## config.mk

```make
export PLATFORM = sky130hd
export DESIGN_NAME = cisp_front_end
export DESIGN_NICKNAME = d
export VERILOG_FILES = /design/src/hw/cisp_pkg.sv /design/src/hw/cisp_id_decode.sv /design/src/hw/cisp_front_end.sv
export VERILOG_INCLUDE_DIRS = /design/src /design/src/hw
export SDC_FILE = /design/constraint.sdc
export NUM_CORES = 1
export LEC_CHECK = 0
export BUFFER_PORTS_ARGS = -buffer_cell sky130_fd_sc_hd__buf_2
export CAP_MARGIN = 20
export CORE_AREA = 4 4 215 112
export DETAILED_ROUTE_END_ITERATION = 16
export DIE_AREA = 0 0 219 116
export GPL_ROUTABILITY_DRIVEN = 0
export HOLD_SLACK_MARGIN = 0.12
export PLACE_DENSITY_LB_ADDON = 0.25
export SYNTH_ARGS = -nofsm -noshare
export SYNTH_HDL_FRONTEND = slang
export SYNTH_SLANG_ARGS = --single-unit
```

## constraint.sdc

```tcl
create_clock -name CLOCK -period 3.25 [get_ports CLOCK]
set_input_delay 0.4875 -clock CLOCK [delete_from_list [all_inputs] [get_ports CLOCK]]
set_output_delay 0.4875 -clock CLOCK [all_outputs]
set_load 0.01 [all_outputs]
```

## src/hw/cisp_map.svh

```systemverilog
`ifndef CISP_MAP_SVH
`define CISP_MAP_SVH
`define CISP_FACTORY_P1      8'hFE
`define CISP_AUTOBAUD_SEL    8'hFF
`define CISP_NODE_ANY        8'hFF
`define CISP_IDENTIFIER_BASE_SEGMENT_MAX        8'h7F
`define CISP_IDENTIFIER_BASE_SEGMENT_RST        8'h00
`define CISP_NODE_RST        8'hFF
`define CISP_CFG_RST         8'hFF
`define CISP_BOOT_VER        8'h10
`define CISP_FUSE_BIT        6
`define CISP_NIB_SEL         4'h0
`define CISP_NIB_ERR         4'h6
`define CISP_SESS_OPEN       8'h01
`define CISP_SESS_CLOSED     8'h00
`define CISP_REG_CTRL        4'h0
`define CISP_REG_P1CF        4'h1
`define CISP_REG_P3CF        4'h2
`define CISP_REG_P4CF        4'h3
`define CISP_REG_ABSEL       4'h4
`define CISP_REG_BT1         4'h5
`define CISP_REG_BT2         4'h6
`define CISP_REG_BT3         4'h7
`define CISP_REG_NODE        4'h8
`define CISP_REG_IDENTIFIER_BASE_SEGMENT        4'h9
`define CISP_REG_STATUS      4'hA
`define CISP_REG_HWSEC       4'hB
`define CISP_REG_RXID        4'hC
`define CISP_REG_TIMING      4'hD
`endif

```

## src/hw/cisp_pkg.sv

```systemverilog
package cisp_pkg;
  typedef enum logic [2:0] {
    CISP_SEL, CISP_PSTART, CISP_PDATA, CISP_DISP, CISP_WR, CISP_RD, CISP_ERR, CISP_NONE
  } cisp_cmd_e;
  typedef struct packed {
    logic [10:0] id;
    logic        ide;
    logic        rtr;
    logic [3:0]  dlc;
    logic [63:0] data;
  } cisp_frame_s;
  typedef struct packed {
    logic        ok;
    logic [2:0]  cmd;
  } cisp_dec_s;
endpackage

```

## src/hw/cisp_id_decode.sv

```systemverilog
`timescale 1ns/1ns
`default_nettype none
`include "cisp_map.svh"
module cisp_id_decode
  import cisp_pkg::*;
(
  input  wire logic [10:0] ID,
  input  wire logic [6:0]  BASE,
  output cisp_dec_s        DEC
);
  always_comb begin
    DEC = '0;
    if (ID[10:4] == BASE && ID[3:0] <= `CISP_NIB_ERR) begin
      DEC.ok  = 1'b1;
      DEC.cmd = ID[2:0];
    end
  end
endmodule
`default_nettype wire

```

## src/hw/cisp_front_end.sv

```systemverilog
// Overview of operation
// - Factory entry: loader starts when first port pins read FEh at reset.
// - User entry condition on port one, port three, or port four bits 0-1.
// - Loader restart allowed only while boot jump fuse is 0.
// - Only standard 11-bit data frames are exchanged; extended ignored.
// - Autobaud select FFh means autobaud; otherwise stored bit timing loads controller.
// - During autobaud, acknowledge withheld until timing is found.
// - Length code 0..8 data bytes; meaning set by identifier.
// - Identifier is base segment plus nibble 0h..6h command code.
// - Writing base segment relocates all command identifiers.
// - Base segment resets to 00h, accepts values up to 7Fh.
// - Error identifier is never transmitted by the device; one received from the host sets the error flag.
// - Node FFh accepted always; otherwise must match stored node number.
// - Accepted open/close answered length 2: version, then 01h open/00h closed.
// - Closed session ignores every command but open/close and the error identifier.
// - Entry condition honoured only while fuse bit 6 of security byte is 0.
`timescale 1ns/1ns
`default_nettype none
`include "cisp_map.svh"
module cisp_front_end
  import cisp_pkg::*;
(
  input  wire logic        CLOCK,
  input  wire logic        ARST_N,
  input  wire logic [7:0]  PORT1_PINS,
  input  wire logic [7:0]  PORT3_PINS,
  input  wire logic [1:0]  PORT4_PINS,
  input  wire logic [7:0]  HW_SECURITY,
  input  wire logic [3:0]  AVS_ADDRESS,
  input  wire logic        AVS_READ,
  input  wire logic        AVS_WRITE,
  input  wire logic [31:0] AVS_WRITEDATA,
  input  wire logic [3:0]  AVS_BYTEENABLE,
  output logic [31:0]      AVS_READDATA,
  output logic             AVS_WAITREQUEST,
  input  wire logic        RX_VALID,
  input  wire cisp_frame_s RX_FRAME,
  input  wire logic        TIMING_FOUND,
  output logic             TX_VALID,
  output cisp_frame_s      TX_FRAME,
  input  wire logic        TX_READY,
  output logic             RX_ACK_EN,
  output logic [23:0]      BIT_TIMING,
  output logic             AUTOBAUD,
  output logic             CMD_VALID,
  output cisp_frame_s      CMD_FRAME,
  output logic             LOADER_RUN
);
  typedef enum logic [1:0] {ST_ENTRY, ST_IDLE, ST_REPLY} cisp_state_e;
  typedef struct packed {
    cisp_state_e st;
    logic        run;
    logic        open;
    logic        baud_ok;
    logic [7:0]  p1cf, p3cf, p4cf, absel, bt1, bt2, bt3, node;
    logic [6:0]  identifier_base_segment;
    logic        tx_v;
    cisp_frame_s tx;
    logic        cmd_v;
    cisp_frame_s cmd;
    logic [31:0] rdata;
    logic        wait_n;
    logic [10:0] last_id;
    logic        err_flag;
  } cisp_st_s;
  cisp_st_s  r, next_r;
  cisp_dec_s dec;
  logic      entry_hit;
  logic [7:0] wb;
  logic       err_set;

  cisp_id_decode u_dec (
    .ID   (RX_FRAME.id),
    .BASE (r.identifier_base_segment),
    .DEC  (dec)
  );

  always_comb begin
    entry_hit = 1'b0;
    if (r.p1cf != `CISP_CFG_RST)
      entry_hit = (PORT1_PINS == r.p1cf);
    else if (r.p3cf != `CISP_CFG_RST)
      entry_hit = (PORT3_PINS == r.p3cf);
    else if (r.p4cf != `CISP_CFG_RST)
      entry_hit = (PORT4_PINS == r.p4cf[1:0]);
    else
      entry_hit = (PORT1_PINS == `CISP_FACTORY_P1);
  end

  always_comb begin
    next_r        = r;
    next_r.cmd_v  = 1'b0;
    next_r.wait_n = 1'b0;
    wb            = AVS_WRITEDATA[7:0];
    err_set       = 1'b0;
    case (r.st)
      ST_ENTRY: begin
        next_r.run = entry_hit && !HW_SECURITY[`CISP_FUSE_BIT];
        next_r.st  = ST_IDLE;
      end
      ST_IDLE: begin
        if (TIMING_FOUND)
          next_r.baud_ok = 1'b1;
        if (r.run && RX_VALID && !RX_FRAME.ide && !RX_FRAME.rtr
            && RX_FRAME.dlc <= 4'h8 && dec.ok) begin
          next_r.last_id = RX_FRAME.id;
          if (dec.cmd == CISP_SEL) begin
            if (RX_FRAME.dlc == 4'h1 && (RX_FRAME.data[63:56] == `CISP_NODE_ANY
                || RX_FRAME.data[63:56] == r.node)) begin
              next_r.open    = !r.open;
              next_r.tx      = '0;
              next_r.tx.id   = {r.identifier_base_segment, `CISP_NIB_SEL};
              next_r.tx.dlc  = 4'h2;
              next_r.tx.data[63:56] = `CISP_BOOT_VER;
              next_r.tx.data[55:48] = r.open ? `CISP_SESS_CLOSED : `CISP_SESS_OPEN;
              next_r.tx_v    = 1'b1;
              next_r.st      = ST_REPLY;
            end
          end else if (dec.cmd == CISP_ERR) begin
            next_r.err_flag = 1'b1;
            err_set         = 1'b1;
          end else if (r.open) begin
            next_r.cmd_v = 1'b1;
            next_r.cmd   = RX_FRAME;
          end
        end
      end
      ST_REPLY: begin
        if (TX_READY) begin
          next_r.tx_v = 1'b0;
          next_r.st   = ST_IDLE;
        end
      end
      default: next_r.st = ST_IDLE;
    endcase
    if ((AVS_READ || AVS_WRITE) && !r.wait_n) begin
      next_r.wait_n = 1'b1;
      next_r.rdata  = '0;
    end
    // Writes land on the edge at which the master sees waitrequest low
    if (AVS_READ || AVS_WRITE) begin
      if (AVS_WRITE && r.wait_n && AVS_BYTEENABLE[0]) begin
        case (AVS_ADDRESS)
          `CISP_REG_CTRL: begin
            if (wb[0] && r.st == ST_IDLE) begin
              next_r.st   = ST_ENTRY;
              next_r.tx_v = 1'b0;
              next_r.open = 1'b0;
            end
          end
          `CISP_REG_P1CF:  next_r.p1cf  = wb;
          `CISP_REG_P3CF:  next_r.p3cf  = wb;
          `CISP_REG_P4CF:  next_r.p4cf  = wb;
          `CISP_REG_ABSEL: next_r.absel = wb;
          `CISP_REG_BT1:   next_r.bt1   = wb;
          `CISP_REG_BT2:   next_r.bt2   = wb;
          `CISP_REG_BT3:   next_r.bt3   = wb;
          `CISP_REG_NODE:  next_r.node  = wb;
          `CISP_REG_IDENTIFIER_BASE_SEGMENT: begin
            if (wb <= `CISP_IDENTIFIER_BASE_SEGMENT_MAX)
              next_r.identifier_base_segment = wb[6:0];
          end
          `CISP_REG_STATUS: if (wb[3] && !err_set) next_r.err_flag = 1'b0;
          default: next_r.rdata = '0;
        endcase
      end else if (AVS_READ && !r.wait_n) begin
        case (AVS_ADDRESS)
          `CISP_REG_P1CF:   next_r.rdata = {24'h000000, r.p1cf};
          `CISP_REG_P3CF:   next_r.rdata = {24'h000000, r.p3cf};
          `CISP_REG_P4CF:   next_r.rdata = {24'h000000, r.p4cf};
          `CISP_REG_ABSEL:  next_r.rdata = {24'h000000, r.absel};
          `CISP_REG_BT1:    next_r.rdata = {24'h000000, r.bt1};
          `CISP_REG_BT2:    next_r.rdata = {24'h000000, r.bt2};
          `CISP_REG_BT3:    next_r.rdata = {24'h000000, r.bt3};
          `CISP_REG_NODE:   next_r.rdata = {24'h000000, r.node};
          `CISP_REG_IDENTIFIER_BASE_SEGMENT:   next_r.rdata = {25'h0, r.identifier_base_segment};
          `CISP_REG_STATUS: next_r.rdata = {28'h0000000, r.err_flag, r.baud_ok, r.open, r.run};
          `CISP_REG_HWSEC:  next_r.rdata = {24'h000000, HW_SECURITY};
          `CISP_REG_RXID:   next_r.rdata = {21'h0, r.last_id};
          default:          next_r.rdata = '0;
        endcase
      end
    end
  end

  always_ff @(posedge CLOCK or negedge ARST_N) begin
    if (!ARST_N) begin
      r       <= '0;
      r.st    <= ST_ENTRY;
      r.p1cf  <= `CISP_FACTORY_P1;
      r.p3cf  <= `CISP_CFG_RST;
      r.p4cf  <= `CISP_CFG_RST;
      r.absel <= `CISP_CFG_RST;
      r.bt1   <= `CISP_CFG_RST;
      r.bt2   <= `CISP_CFG_RST;
      r.bt3   <= `CISP_CFG_RST;
      r.node  <= `CISP_NODE_RST;
      r.identifier_base_segment  <= 7'h00;
    end else begin
      r <= next_r;
    end
  end

  always_comb begin
    AVS_READDATA    = r.rdata;
    AVS_WAITREQUEST = !r.wait_n;
    TX_VALID        = r.tx_v;
    TX_FRAME        = r.tx;
    CMD_VALID       = r.cmd_v;
    CMD_FRAME       = r.cmd;
    LOADER_RUN      = r.run;
    AUTOBAUD        = (r.absel == `CISP_AUTOBAUD_SEL);
    BIT_TIMING      = {r.bt1, r.bt2, r.bt3};
    RX_ACK_EN       = r.run && (!AUTOBAUD || r.baud_ok);
  end
endmodule
`default_nettype wire

```

==> reports/results.ini, run 1 <==
[route]
wl_mm=29.7
vias_per_cell=5.19
drt.antenna.violating_nets=0
drtIter0Drc=680
drt_drc_violations_left=0
wl_per_cell_um=21.4
drt_pre_antenna_iters=5
dr_total_vias=7184

[finish]
drive_above_1_share=0.526
layout.nets=1222
nFillCells=1975
final_area_sq_um=12200
syn_to_final_growth_pct=9.52
final-seq-area_sq_um=5410
post-route-util=0.547
multiInputGateArea_sq_um=4160
fin_cells=1385
diodes=0

[critical_path]
start_kind=flop
cp_slowest_cell=or4_1
cp_data_arrival_time_ns=2.95
path_class=reg -> reg
critPathMaxFanout=12
path_cells=xor2_1 > or4_1 > or4_1 > mux2_2
end_kind=flop
cp_common_cell=or4_1
cp.required_ns=3.64
critPathMaxStageDelay_ns=0.81

[power_and_ir_drop]
ir_worst_vdd_mv=0.301
p_leak_nw=6.37
cellPowerDensity_nw_per_um2=501

[clock_tree]
clock-sinks=213
root_buffer=clkbuf_16
htree_num_levels=1
numCtsBuffers=20
cts.path.max_buffers=3
clock_latency_ns=0.51
clk_pin_slew_worst_paths_ns=0.07
cts_tree=done

[synthesis]
synth_ff_type=dfrtp_1
synth_top_area_share=0.336
syn_area_per_cell_sq_um=12.0
syn_inst=928
synth_top_area_cell=dfrtp_1
synth_seq_area_share=0.484
syn_area_sq_um=11200
synth_edf_count=0
synth_seq_cells=213
yosysMostFrequentCell=buf_4
ys_types=64
synth_common_cells=buf_4, mux2_2, dfrtp_1
async_reset_ff_frac=1.00
synthTopCellsByArea=dfrtp_1, mux2_2, dfstp_2, buf_4, xor2_1
yosys_warnings=0

[global_route]
grt_util_all_layers=0.225
antenna_found_initial=1
grt_pass1_vias=7105
overflow=0
grt_max_degree=82
grt_pass1_wl_mm=43.6

[placed_design]
dpl_cell_area_sq_um=11600
dp_hpwl_mm=22.8
numPortBuffers=279
dp_cells=1349

[floorplan]
initial_utilization=0.500
core_area_sq_um=22300
die_w_um=219
pin_count=378
die-height_um=116
die_area_sq_um=25400
rows=39

[run]
max-cap-violations=0

[timing]
max_freq_mhz=391
finalClockSkew_ns=0.0185
slew_viol_final=0
hold_viol=0
relSlewSlack=0.381
fin_crit_sh=0.787
worstMarginPinSlew_ns=0.927
post-route-min-period_ns=2.56
setup_viol=0
rsz0062_at_grt=false
finalSetupTns_ns=0

[outcome]
status=completed

[worst_hold_path]
hp-class=in -> reg

[routing by layer]
layer  wire (um)  up-vias  track usage
li1            -     3252            -
met1       13900     3589        0.351
met2       11900      313        0.293
met3        3590       28       0.0967
met4         304        2       0.0328
met5          13        -            0
[state kept, by name (all words and copies together) (netlist names)]
signal	cells
r	64
CMD_VALID	1
TX_FRAME	9
BIT_TIMING	24
TX_VALID	1
LOADER_RUN	1
CMD_FRAME	81
AVS_READDATA	32
[worst max-delay path, delay by kind of cell, from the launching register on]
kind | cells | cell delay, ns
and+or+nand+nor | 2 | 1.40
xor gates and xnor gates | 1 | 0.20
muxes | 1 | 0.39
DFF | 1 | 0.44
[layout make-up]
cell class,count,share of cell area
sequential,213,0.442
tap,307,0.0314
timing repair buffer,299,0.130
inverter,11,0.00337
clock inverter,5,0.00317
multi-input combinational,520,0.340
clock buffer,30,0.0499
[cell usage in the layout (no fill, tap or decap), types with 11 or more instances in the layout]
master     count
buf_2        278
mux2_2       168
dfrtp_1      150
conb_1        71
dfstp_2       63
xor2_1        24
and2_1        23
clkbuf_16     22
nand2_1       21
nand4_1       16
buf_4         16
nor2_1        14
a21oi_1       13
o21ai_0       13
nand3_1       12
inv_1         11
[per-stage QoR]
stage | hold WS [ns] | worst slack [ns] | total power [W]
2_1_floorplan | 0.192 | 0.761 | 0.00355
3_3_place_gp | 0.463 | 0.549 | 0.00380
3_5_place_dp | 0.465 | 0.518 | 0.00382
4_1_cts | 0.175 | 0.709 | 0.00618
5_1_grt | 0.172 | 0.624 | 0.00641
6_report | 0.190 | 0.691 | 0.00614
[where the power goes]
group	switching, W	total (W)	internal, W
clock network	0.00104	0.00235	0.00131
registers	0.000164	0.00303	0.00287
logic	0.000435	0.000754	0.000319
total	0.00164	0.00614	0.00450
[cells by family after synthesis]
logic type / count (synthesis) / share of synthesized area
AO/OA/AOI/OAI: 84 / 0.0550
XOR/XNOR: 34 / 0.0267
adder cells (fa/ha/maj): 3 / 0.00336
buffers and inverters: 265 / 0.168
flip-flops: 213 / 0.484
multiplexers: 184 / 0.187
other: 1 / 0.000336
AND/OR/NAND/NOR: 144 / 0.0758
[worst paths after layout]
check,from,end,slack [ns],depth (start not counted)
min reg2reg,AVS_READDATA[25]$_DFF_PN0_,AVS_READDATA[25]$_DFF_PN0_,0.48,1
max in group asynchronous,ARST_N,BIT_TIMING[16]$_DFFE_PN1P_,1.77,3
max reg2reg,r[209]$_DFFE_PN0P_,r[9]$_DFFE_PN0P_,0.69,4
min,RX_FRAME[0],CMD_FRAME[0]$_DFFE_PN0P_,0.19,2
max,r[209]$_DFFE_PN0P_,r[9]$_DFFE_PN0P_,0.69,4
min in group asynchronous,ARST_N,AVS_READDATA[11]$_DFF_PN0_,0.57,2
[timing repair]
action	4_1_cts	5_1_grt
hold buffers	1	0
setup buffers	0	0
endpoints found under the setup margin	0	0
resized for setup	0	0
endpoints found under the hold margin	44	0
Note: power is estimated with default switching activity, not from simulation.
==> inputs of run 2 (changes only) <==
==> constraint.sdc (replaced) <==
create_clock -name CLOCK -period 2.6 [get_ports CLOCK]
set_input_delay 0.39 -clock CLOCK [delete_from_list [all_inputs] [get_ports CLOCK]]
set_output_delay 0.39 -clock CLOCK [all_outputs]
set_load 0.01 [all_outputs]
==> reports/results.ini, run 2 (synthesized netlist as in run 1, its figures left out) <==
[clock_tree]
clk_pin_slew_worst_paths_ns=0.06  ; about the same
cts.path.max_buffers=3  ; unchanged
htree_num_levels=1  ; unchanged
numCtsBuffers=21  ; +5.0%
clock_latency_ns=0.50  ; about the same
root_buffer=clkbuf_16
clock-sinks=213  ; unchanged
cts_tree=done

[critical_path]
r2r_start=r[209]$_DFFE_PN0P_
cp_common_cell=buf_12
cp.required_ns=2.98  ; -0.66 ns
cp_slowest_cell=or4_1
critPathMaxFanout=16  ; +4
path_buf_inv=2  ; +2
critical_path.top_delay_family=simple AND/OR/NAND/NOR gates
path_class=reg -> reg
end_kind=flop
crit_start=r[209]$_DFFE_PN0P_
critPathMaxStageDelay_ns=0.59  ; -0.22 ns
start_kind=flop
path_cells=xor2_1 > or4_1 > nor4_4 > buf_12 > buf_12 > mux2_2
cp_data_arrival_time_ns=2.82  ; -0.13 ns

[floorplan]
rows=39  ; unchanged
core_area_sq_um=22300  ; unchanged
initial_utilization=0.500  ; unchanged
pin_count=378  ; unchanged
die-height_um=116  ; unchanged
die_w_um=219  ; unchanged
die_area_sq_um=25400  ; unchanged

[route]
wl_per_cell_um=21.3  ; -0.61%
drtIter0Drc=643  ; -5.4%
vias_per_cell=5.20  ; +0.18%
wl_mm=31.2  ; +5.0%
drt_pre_antenna_iters=5  ; unchanged
drt_drc_violations_left=0  ; unchanged
dr_total_vias=7602  ; +5.8%
drt.antenna.violating_nets=0  ; unchanged

[timing]
post-route-min-period_ns=2.44  ; -0.122 ns
slew_viol_final=0  ; unchanged
worstMarginPinSlew_ns=0.675  ; -0.252 ns
fin_crit_sh=0.937  ; +0.150
max_freq_mhz=410  ; +5.0%
worst_slack_ns=0.163  ; -0.528 ns
setup_viol=0  ; unchanged
hold_viol=0  ; unchanged
finalClockSkew_ns=0.00803  ; -0.0105 ns
relSlewSlack=0.550  ; +0.169
finalSetupTns_ns=0  ; unchanged
rsz0062_at_grt=false

[global_route]
grt_pass1_wl_mm=45.4  ; +4.0%
grt_pass1_vias=7355  ; +3.5%
grt_util_all_layers=0.235  ; +0.00976
grt_max_degree=72  ; -12%
overflow=0  ; unchanged
antenna_found_initial=0  ; -1

[placed_design]
dpl_cell_area_sq_um=11800  ; +1.9%
numPortBuffers=279  ; unchanged
dp_hpwl_mm=23.2  ; +1.8%
dpl_worst_slack_ns=0.115  ; -0.403 ns

[finish]
final_area_sq_um=13000  ; +6.2%
multiInputGateArea_sq_um=4160  ; unchanged
final_cell_mix=buf_2, mux2_2, dfrtp_1
final_common_cell=buf_2
syn_to_final_growth_pct=16.3
final-seq-area_sq_um=5410  ; unchanged
nFillCells=1950  ; -1.3%
drive_above_1_share=0.507  ; -0.0186
largest_reg_flops=81  ; unchanged
layout.nets=1299  ; +6.3%

[power_and_ir_drop]
total_power_w=0.00772  ; +26%
cellPowerDensity_nw_per_um2=594  ; +19%
ir_worst_vdd_mv=0.406  ; +35%
p_leak_nw=6.71  ; +5.4%

[outcome]
status=completed

[run]
max-cap-violations=0  ; unchanged

[worst_hold_path]
hp-class=in -> reg
hp-start=RX_FRAME[67]

==> run 2: final timing paths <==
kind	endpoint	slack, ns	cells past startpoint
max	CMD_FRAME[8]$_DFFE_PN0P_	0.16	6
min	CMD_FRAME[67]$_DFFE_PN0P_	0.15	2
max reg2reg	CMD_FRAME[8]$_DFFE_PN0P_	0.16	6
min reg2reg	AVS_READDATA[14]$_DFF_PN0_	0.48	1
max in group asynchronous	r[220]$_DFFE_PN1P_	1.28	3
min in group asynchronous	AVS_READDATA[11]$_DFF_PN0_	0.47	2
==> run 2: metal layers <==
metal / up-vias / part of all wire / track usage / routed length, um
li1: 3413 / - / - / -
met1: 3848 / 0.47 / 0.366 / 14600
met2: 313 / 0.41 / 0.314 / 12700
met3: 28 / 0.11 / 0.0946 / 3500
met4: 0 / 0.011 / 0.0257 / 338
met5: - / 0 / 0 / 0
==> run 2: per-stage QoR <==
stage / hold WS (ns) / utilization / instances
6_report: 0.145 / 0.581 / 1463
5_1_grt: 0.136 / 0.581 / 1462
4_1_cts: 0.123 / 0.581 / 1461
3_5_place_dp: 0.446 / 0.528 / 1369
3_3_place_gp: 0.441 / 0.528 / 1369
2_1_floorplan: 0.0944 / - / 998
==> run 2: power by group <==
group	switching, W	total, W	internal [W]	leakage [nW]
Clock	0.00129	0.00288	0.00160	0.308
Combinational	0.000569	0.00104	0.000475	3.67
Sequential	0.000205	0.00380	0.00359	2.73
Total	0.00206	0.00772	0.00566	6.71
==> run 2: cell type report <==
| type | instances | share of cell area |
|---|---|---|
| antenna | 1 | 0.000193 |
| clock buffer | 30 | 0.0461 |
| clock inverter | 6 | 0.00231 |
| inverter | 11 | 0.00318 |
| multi-input combinational | 520 | 0.320 |
| sequential | 213 | 0.416 |
| tap | 307 | 0.0296 |
| timing repair buffer | 375 | 0.182 |
==> run 2: timing repair <==
item / CTS / global route
endpoints found under the hold margin: 114 / 1
setup buffers: 0 / 0
hold buffers: 56 / 1
resized for setup: 0 / 0
setup endpoints to repair: 0 / 0
==> run 2: worst register-to-register path: stages, from the launching register on <==
cell and delay, ns:
dfrtp_1 0.43, xor2_1 0.19, or4_1 0.59, nor4_4 0.35, buf_12 0.22, buf_12 0.18
mux2_2 0.36
==> inputs of run 3 (changes only) <==
--- a/config.mk
+++ b/config.mk
@@ -6,11 +6,12 @@
 export SDC_FILE = /design/constraint.sdc
 export NUM_CORES = 1
 export LEC_CHECK = 0
+export ABC_AREA = 1
 export BUFFER_PORTS_ARGS = -buffer_cell sky130_fd_sc_hd__buf_2
 export CAP_MARGIN = 20
-export CORE_AREA = 4 4 215 112
+export CORE_AREA = 4 4 213 111
 export DETAILED_ROUTE_END_ITERATION = 16
-export DIE_AREA = 0 0 219 116
+export DIE_AREA = 0 0 217 115
 export GPL_ROUTABILITY_DRIVEN = 0
 export HOLD_SLACK_MARGIN = 0.12
 export PLACE_DENSITY_LB_ADDON = 0.25
==> reports/results.ini, run 3 <==
[outcome]
status=completed

[route]
drt_pre_antenna_iters=8  ; +3
vias_per_cell=4.91  ; -5.4%
wl_mm=31.5  ; +1.2%
drt_drc_violations_left=0  ; unchanged
dr_total_vias=9057  ; +19%
drt.antenna.violating_nets=0  ; unchanged
drtIter0Drc=777  ; +21%
wl_per_cell_um=17.1  ; -20%

[timing]
finalClockSkew_ns=0.00850  ; +0.000466 ns
setup_viol=0  ; unchanged
relSlewSlack=0.465  ; -0.0852
hold_viol=0  ; unchanged
post-route-min-period_ns=2.22  ; -0.214 ns
whs_ns=0.133  ; -0.0120 ns
finalSetupTns_ns=0  ; unchanged
max_freq_mhz=450  ; +9.6%
slew_viol_final=0  ; unchanged
rsz0062_at_grt=false
worstMarginPinSlew_ns=0.803  ; +0.128 ns
fin_crit_sh=0.855  ; -0.0823

[synthesis]
synth_top_area_share=0.342  ; +0.00594
yosys_warnings=0  ; unchanged
synth_seq_cells=213  ; unchanged
synth_ff_type=dfrtp_1
synth_common_cells=nand2_1, buf_4, dfrtp_1
synth_top_area_cell=dfrtp_1
synth_seq_area_share=0.493  ; +0.00855
synth_edf_count=0  ; unchanged
async_reset_ff_frac=1.00  ; unchanged
yosysMostFrequentCell=nand2_1
syn_area_sq_um=11000  ; -1.7%
syn_area_per_cell_sq_um=8.23  ; -32%
syn_inst=1334  ; +44%
synthTopCellsByArea=dfrtp_1, nand2_1, dfstp_2, buf_4, o21ai_0
ys_types=36  ; -44%

[finish]
post-route-util=0.585  ; +0.00334
final_common_cell=nand2_1
fin_cells=1843  ; +26%
layout.nets=1684  ; +30%
final_cell_mix=nand2_1, buf_2, dfrtp_1
final_area_sq_um=12600  ; -2.9%
syn_to_final_growth_pct=15.0
largest_reg_flops=81  ; unchanged
drive_above_1_share=0.263  ; -0.245
nFillCells=1892  ; -3.0%

[critical_path]
r2r_setup_slack_ns=0.38  ; +0.21 ns
start_kind=flop
cp.required_ns=3.05  ; +0.07 ns
path_buf_inv=3  ; +1
critical_path.top_delay_family=simple AND/OR/NAND/NOR gates
end_kind=flop
path_class=reg -> reg
reg2reg_depth=11  ; +5
cp_slowest_cell=dfrtp_1
cp_common_cell=nand2_1
critPathMaxFanout=44  ; +28
critPathMaxStageDelay_ns=0.45  ; -0.14 ns
r2r_start=r[214]$_DFFE_PN0P_
cp_data_arrival_time_ns=2.68  ; -0.14 ns
r2r_end=CMD_FRAME[1]$_DFFE_PN0P_
path_cells=inv_1 > nand2_1 > nand2_1 > nor2_1 > nand3_1 > nor4_1 > nand2_4 > inv_2 > buf_4 > nand2_1 > nand2_1

[floorplan]
initial_utilization=0.509  ; +0.00869
rows=38  ; -2.6%
core_area_sq_um=21600  ; -3.4%
die_area_sq_um=25000  ; -1.8%
die_w_um=217  ; -0.91%
die-height_um=115  ; -0.86%
pin_count=378  ; unchanged

[clock_tree]
htree_num_levels=1  ; unchanged
cts.path.max_buffers=3  ; unchanged
cts_tree=done
clk_pin_slew_worst_paths_ns=0.07  ; about the same
root_buffer=clkbuf_16
clock_latency_ns=0.52  ; +0.02 ns
numCtsBuffers=21  ; unchanged
clock-sinks=213  ; unchanged

[worst_hold_path]
hp-start=RX_FRAME[58]
hold_depth=3  ; +1
min_to=CMD_FRAME[58]$_DFFE_PN0P_
hp-class=in -> reg

[placed_design]
dp_cells=1745  ; +27%
dp_hpwl_mm=22.4  ; -3.5%
numPortBuffers=279  ; unchanged
dpl_cell_area_sq_um=11400  ; -3.7%

[global_route]
grt_util_all_layers=0.244  ; +0.00926
overflow=0  ; unchanged
grt_pass1_wl_mm=48.6  ; +7.1%
antenna_found_initial=1  ; +1
grt_pass1_vias=8811  ; +20%
grt_max_degree=68  ; -5.6%

[power_and_ir_drop]
p_leak_nw=6.90  ; +2.8%
ir_worst_vdd_mv=0.357  ; -12%
cellPowerDensity_nw_per_um2=613  ; +3.1%

[run]
max-cap-violations=0  ; unchanged

run 3: cell types whose count changed in the layout (fill, tap and decap cells not counted), sizes merged, moves of 7 or more:
cell,change
and2,-22
buf,-22
clkinv,+7
inv,+79
mux2,-175
mux2i,-7
nand2,+445
nand3,+24
nor2,+47
nor2b,-10
nor3b,-7
o21ai,+111
xor2,-14
run 3: worst reg2reg max path, cell delays in order (launching register included):
cell	delay, ns
dfrtp_1	0.45
inv_1	0.10
nand2_1	0.07
nand2_1	0.05
nor2_1	0.12
nand3_1	0.14
nor4_1	0.38
nand2_4	0.12
inv_2	0.08
buf_4	0.38
nand2_1	0.17
nand2_1	0.10
run 3: cells by family (layout without fill, tap and decap cells):
kind of cell,count (synthesis),in the layout,share of synthesized area
buffers and inverters,348,486,0.198
other,1,72,0.000342
AND/OR/NAND/NOR,592,592,0.213
flip-flops,213,213,0.493
AO/OA/AOI/OAI,158,158,0.0773
adder cells (fa/ha/maj),3,3,0.00342
XOR/XNOR,19,19,0.0152
run 3: final cells by class:
cell class                      instances  area [sq um]  area share
Clock inverter                         11          93.8     0.00743
Timing Repair Buffer                  355          2150       0.170
Tap cell                              300           375      0.0297
Sequential cell                       213          5410       0.428
Clock buffer                           27           578      0.0458
Multi-Input combinational cell        843          3670       0.291
Inverter                               93           349      0.0277
Antenna cell                            1          2.50    0.000198
run 3: worst max path at each step:
stage / startpoint / endpoint / depth (start not counted)
2_1_floorplan: RX_FRAME[75] / CMD_FRAME[70]$_DFFE_PN0P_ / 13
3_5_place_dp: RX_FRAME[77] / CMD_FRAME[14]$_DFFE_PN0P_ / 10
6_report: r[214]$_DFFE_PN0P_ / CMD_FRAME[1]$_DFFE_PN0P_ / 11
3_3_place_gp: RX_FRAME[75] / CMD_FRAME[14]$_DFFE_PN0P_ / 14
5_1_grt: r[214]$_DFFE_PN0P_ / CMD_FRAME[1]$_DFFE_PN0P_ / 13
4_1_cts: r[214]$_DFFE_PN0P_ / CMD_FRAME[14]$_DFFE_PN0P_ / 11
run 3: timing repair:
item,4_1_cts,5_1_grt
resized for setup,0,0
endpoints found under the hold margin,71,0
buffers inserted,0,0
hold buffers,59,0
run 3: power by group:
part	leakage (nW)	switching [W]	total [W]	internal (W)
clock	0.334	0.00134	0.00303	0.00169
combinational	3.90	0.000574	0.000942	0.000368
sequential	2.66	0.000181	0.00377	0.00359
run 3: metal layers:
layer | wire length (um) | up-vias | part of all wire | global-route usage
li1 | - | 4281 | - | -
met1 | 13300 | 4302 | 0.42 | 0.321
met2 | 15000 | 391 | 0.48 | 0.419
met3 | 2190 | 83 | 0.069 | 0.0436
met4 | 1000 | 0 | 0.032 | 0.0775
met5 | 0 | - | 0 | 0
run 3: stage by stage:
stage | total power (W) | setup slack, ns
after CTS | 0.00779 | 0.501
after detailed placement | 0.00468 | 0.518
after global routing | 0.00808 | 0.282
final | 0.00774 | 0.377
after global placement | 0.00465 | 0.541
after floorplan | 0.00439 | 0.920
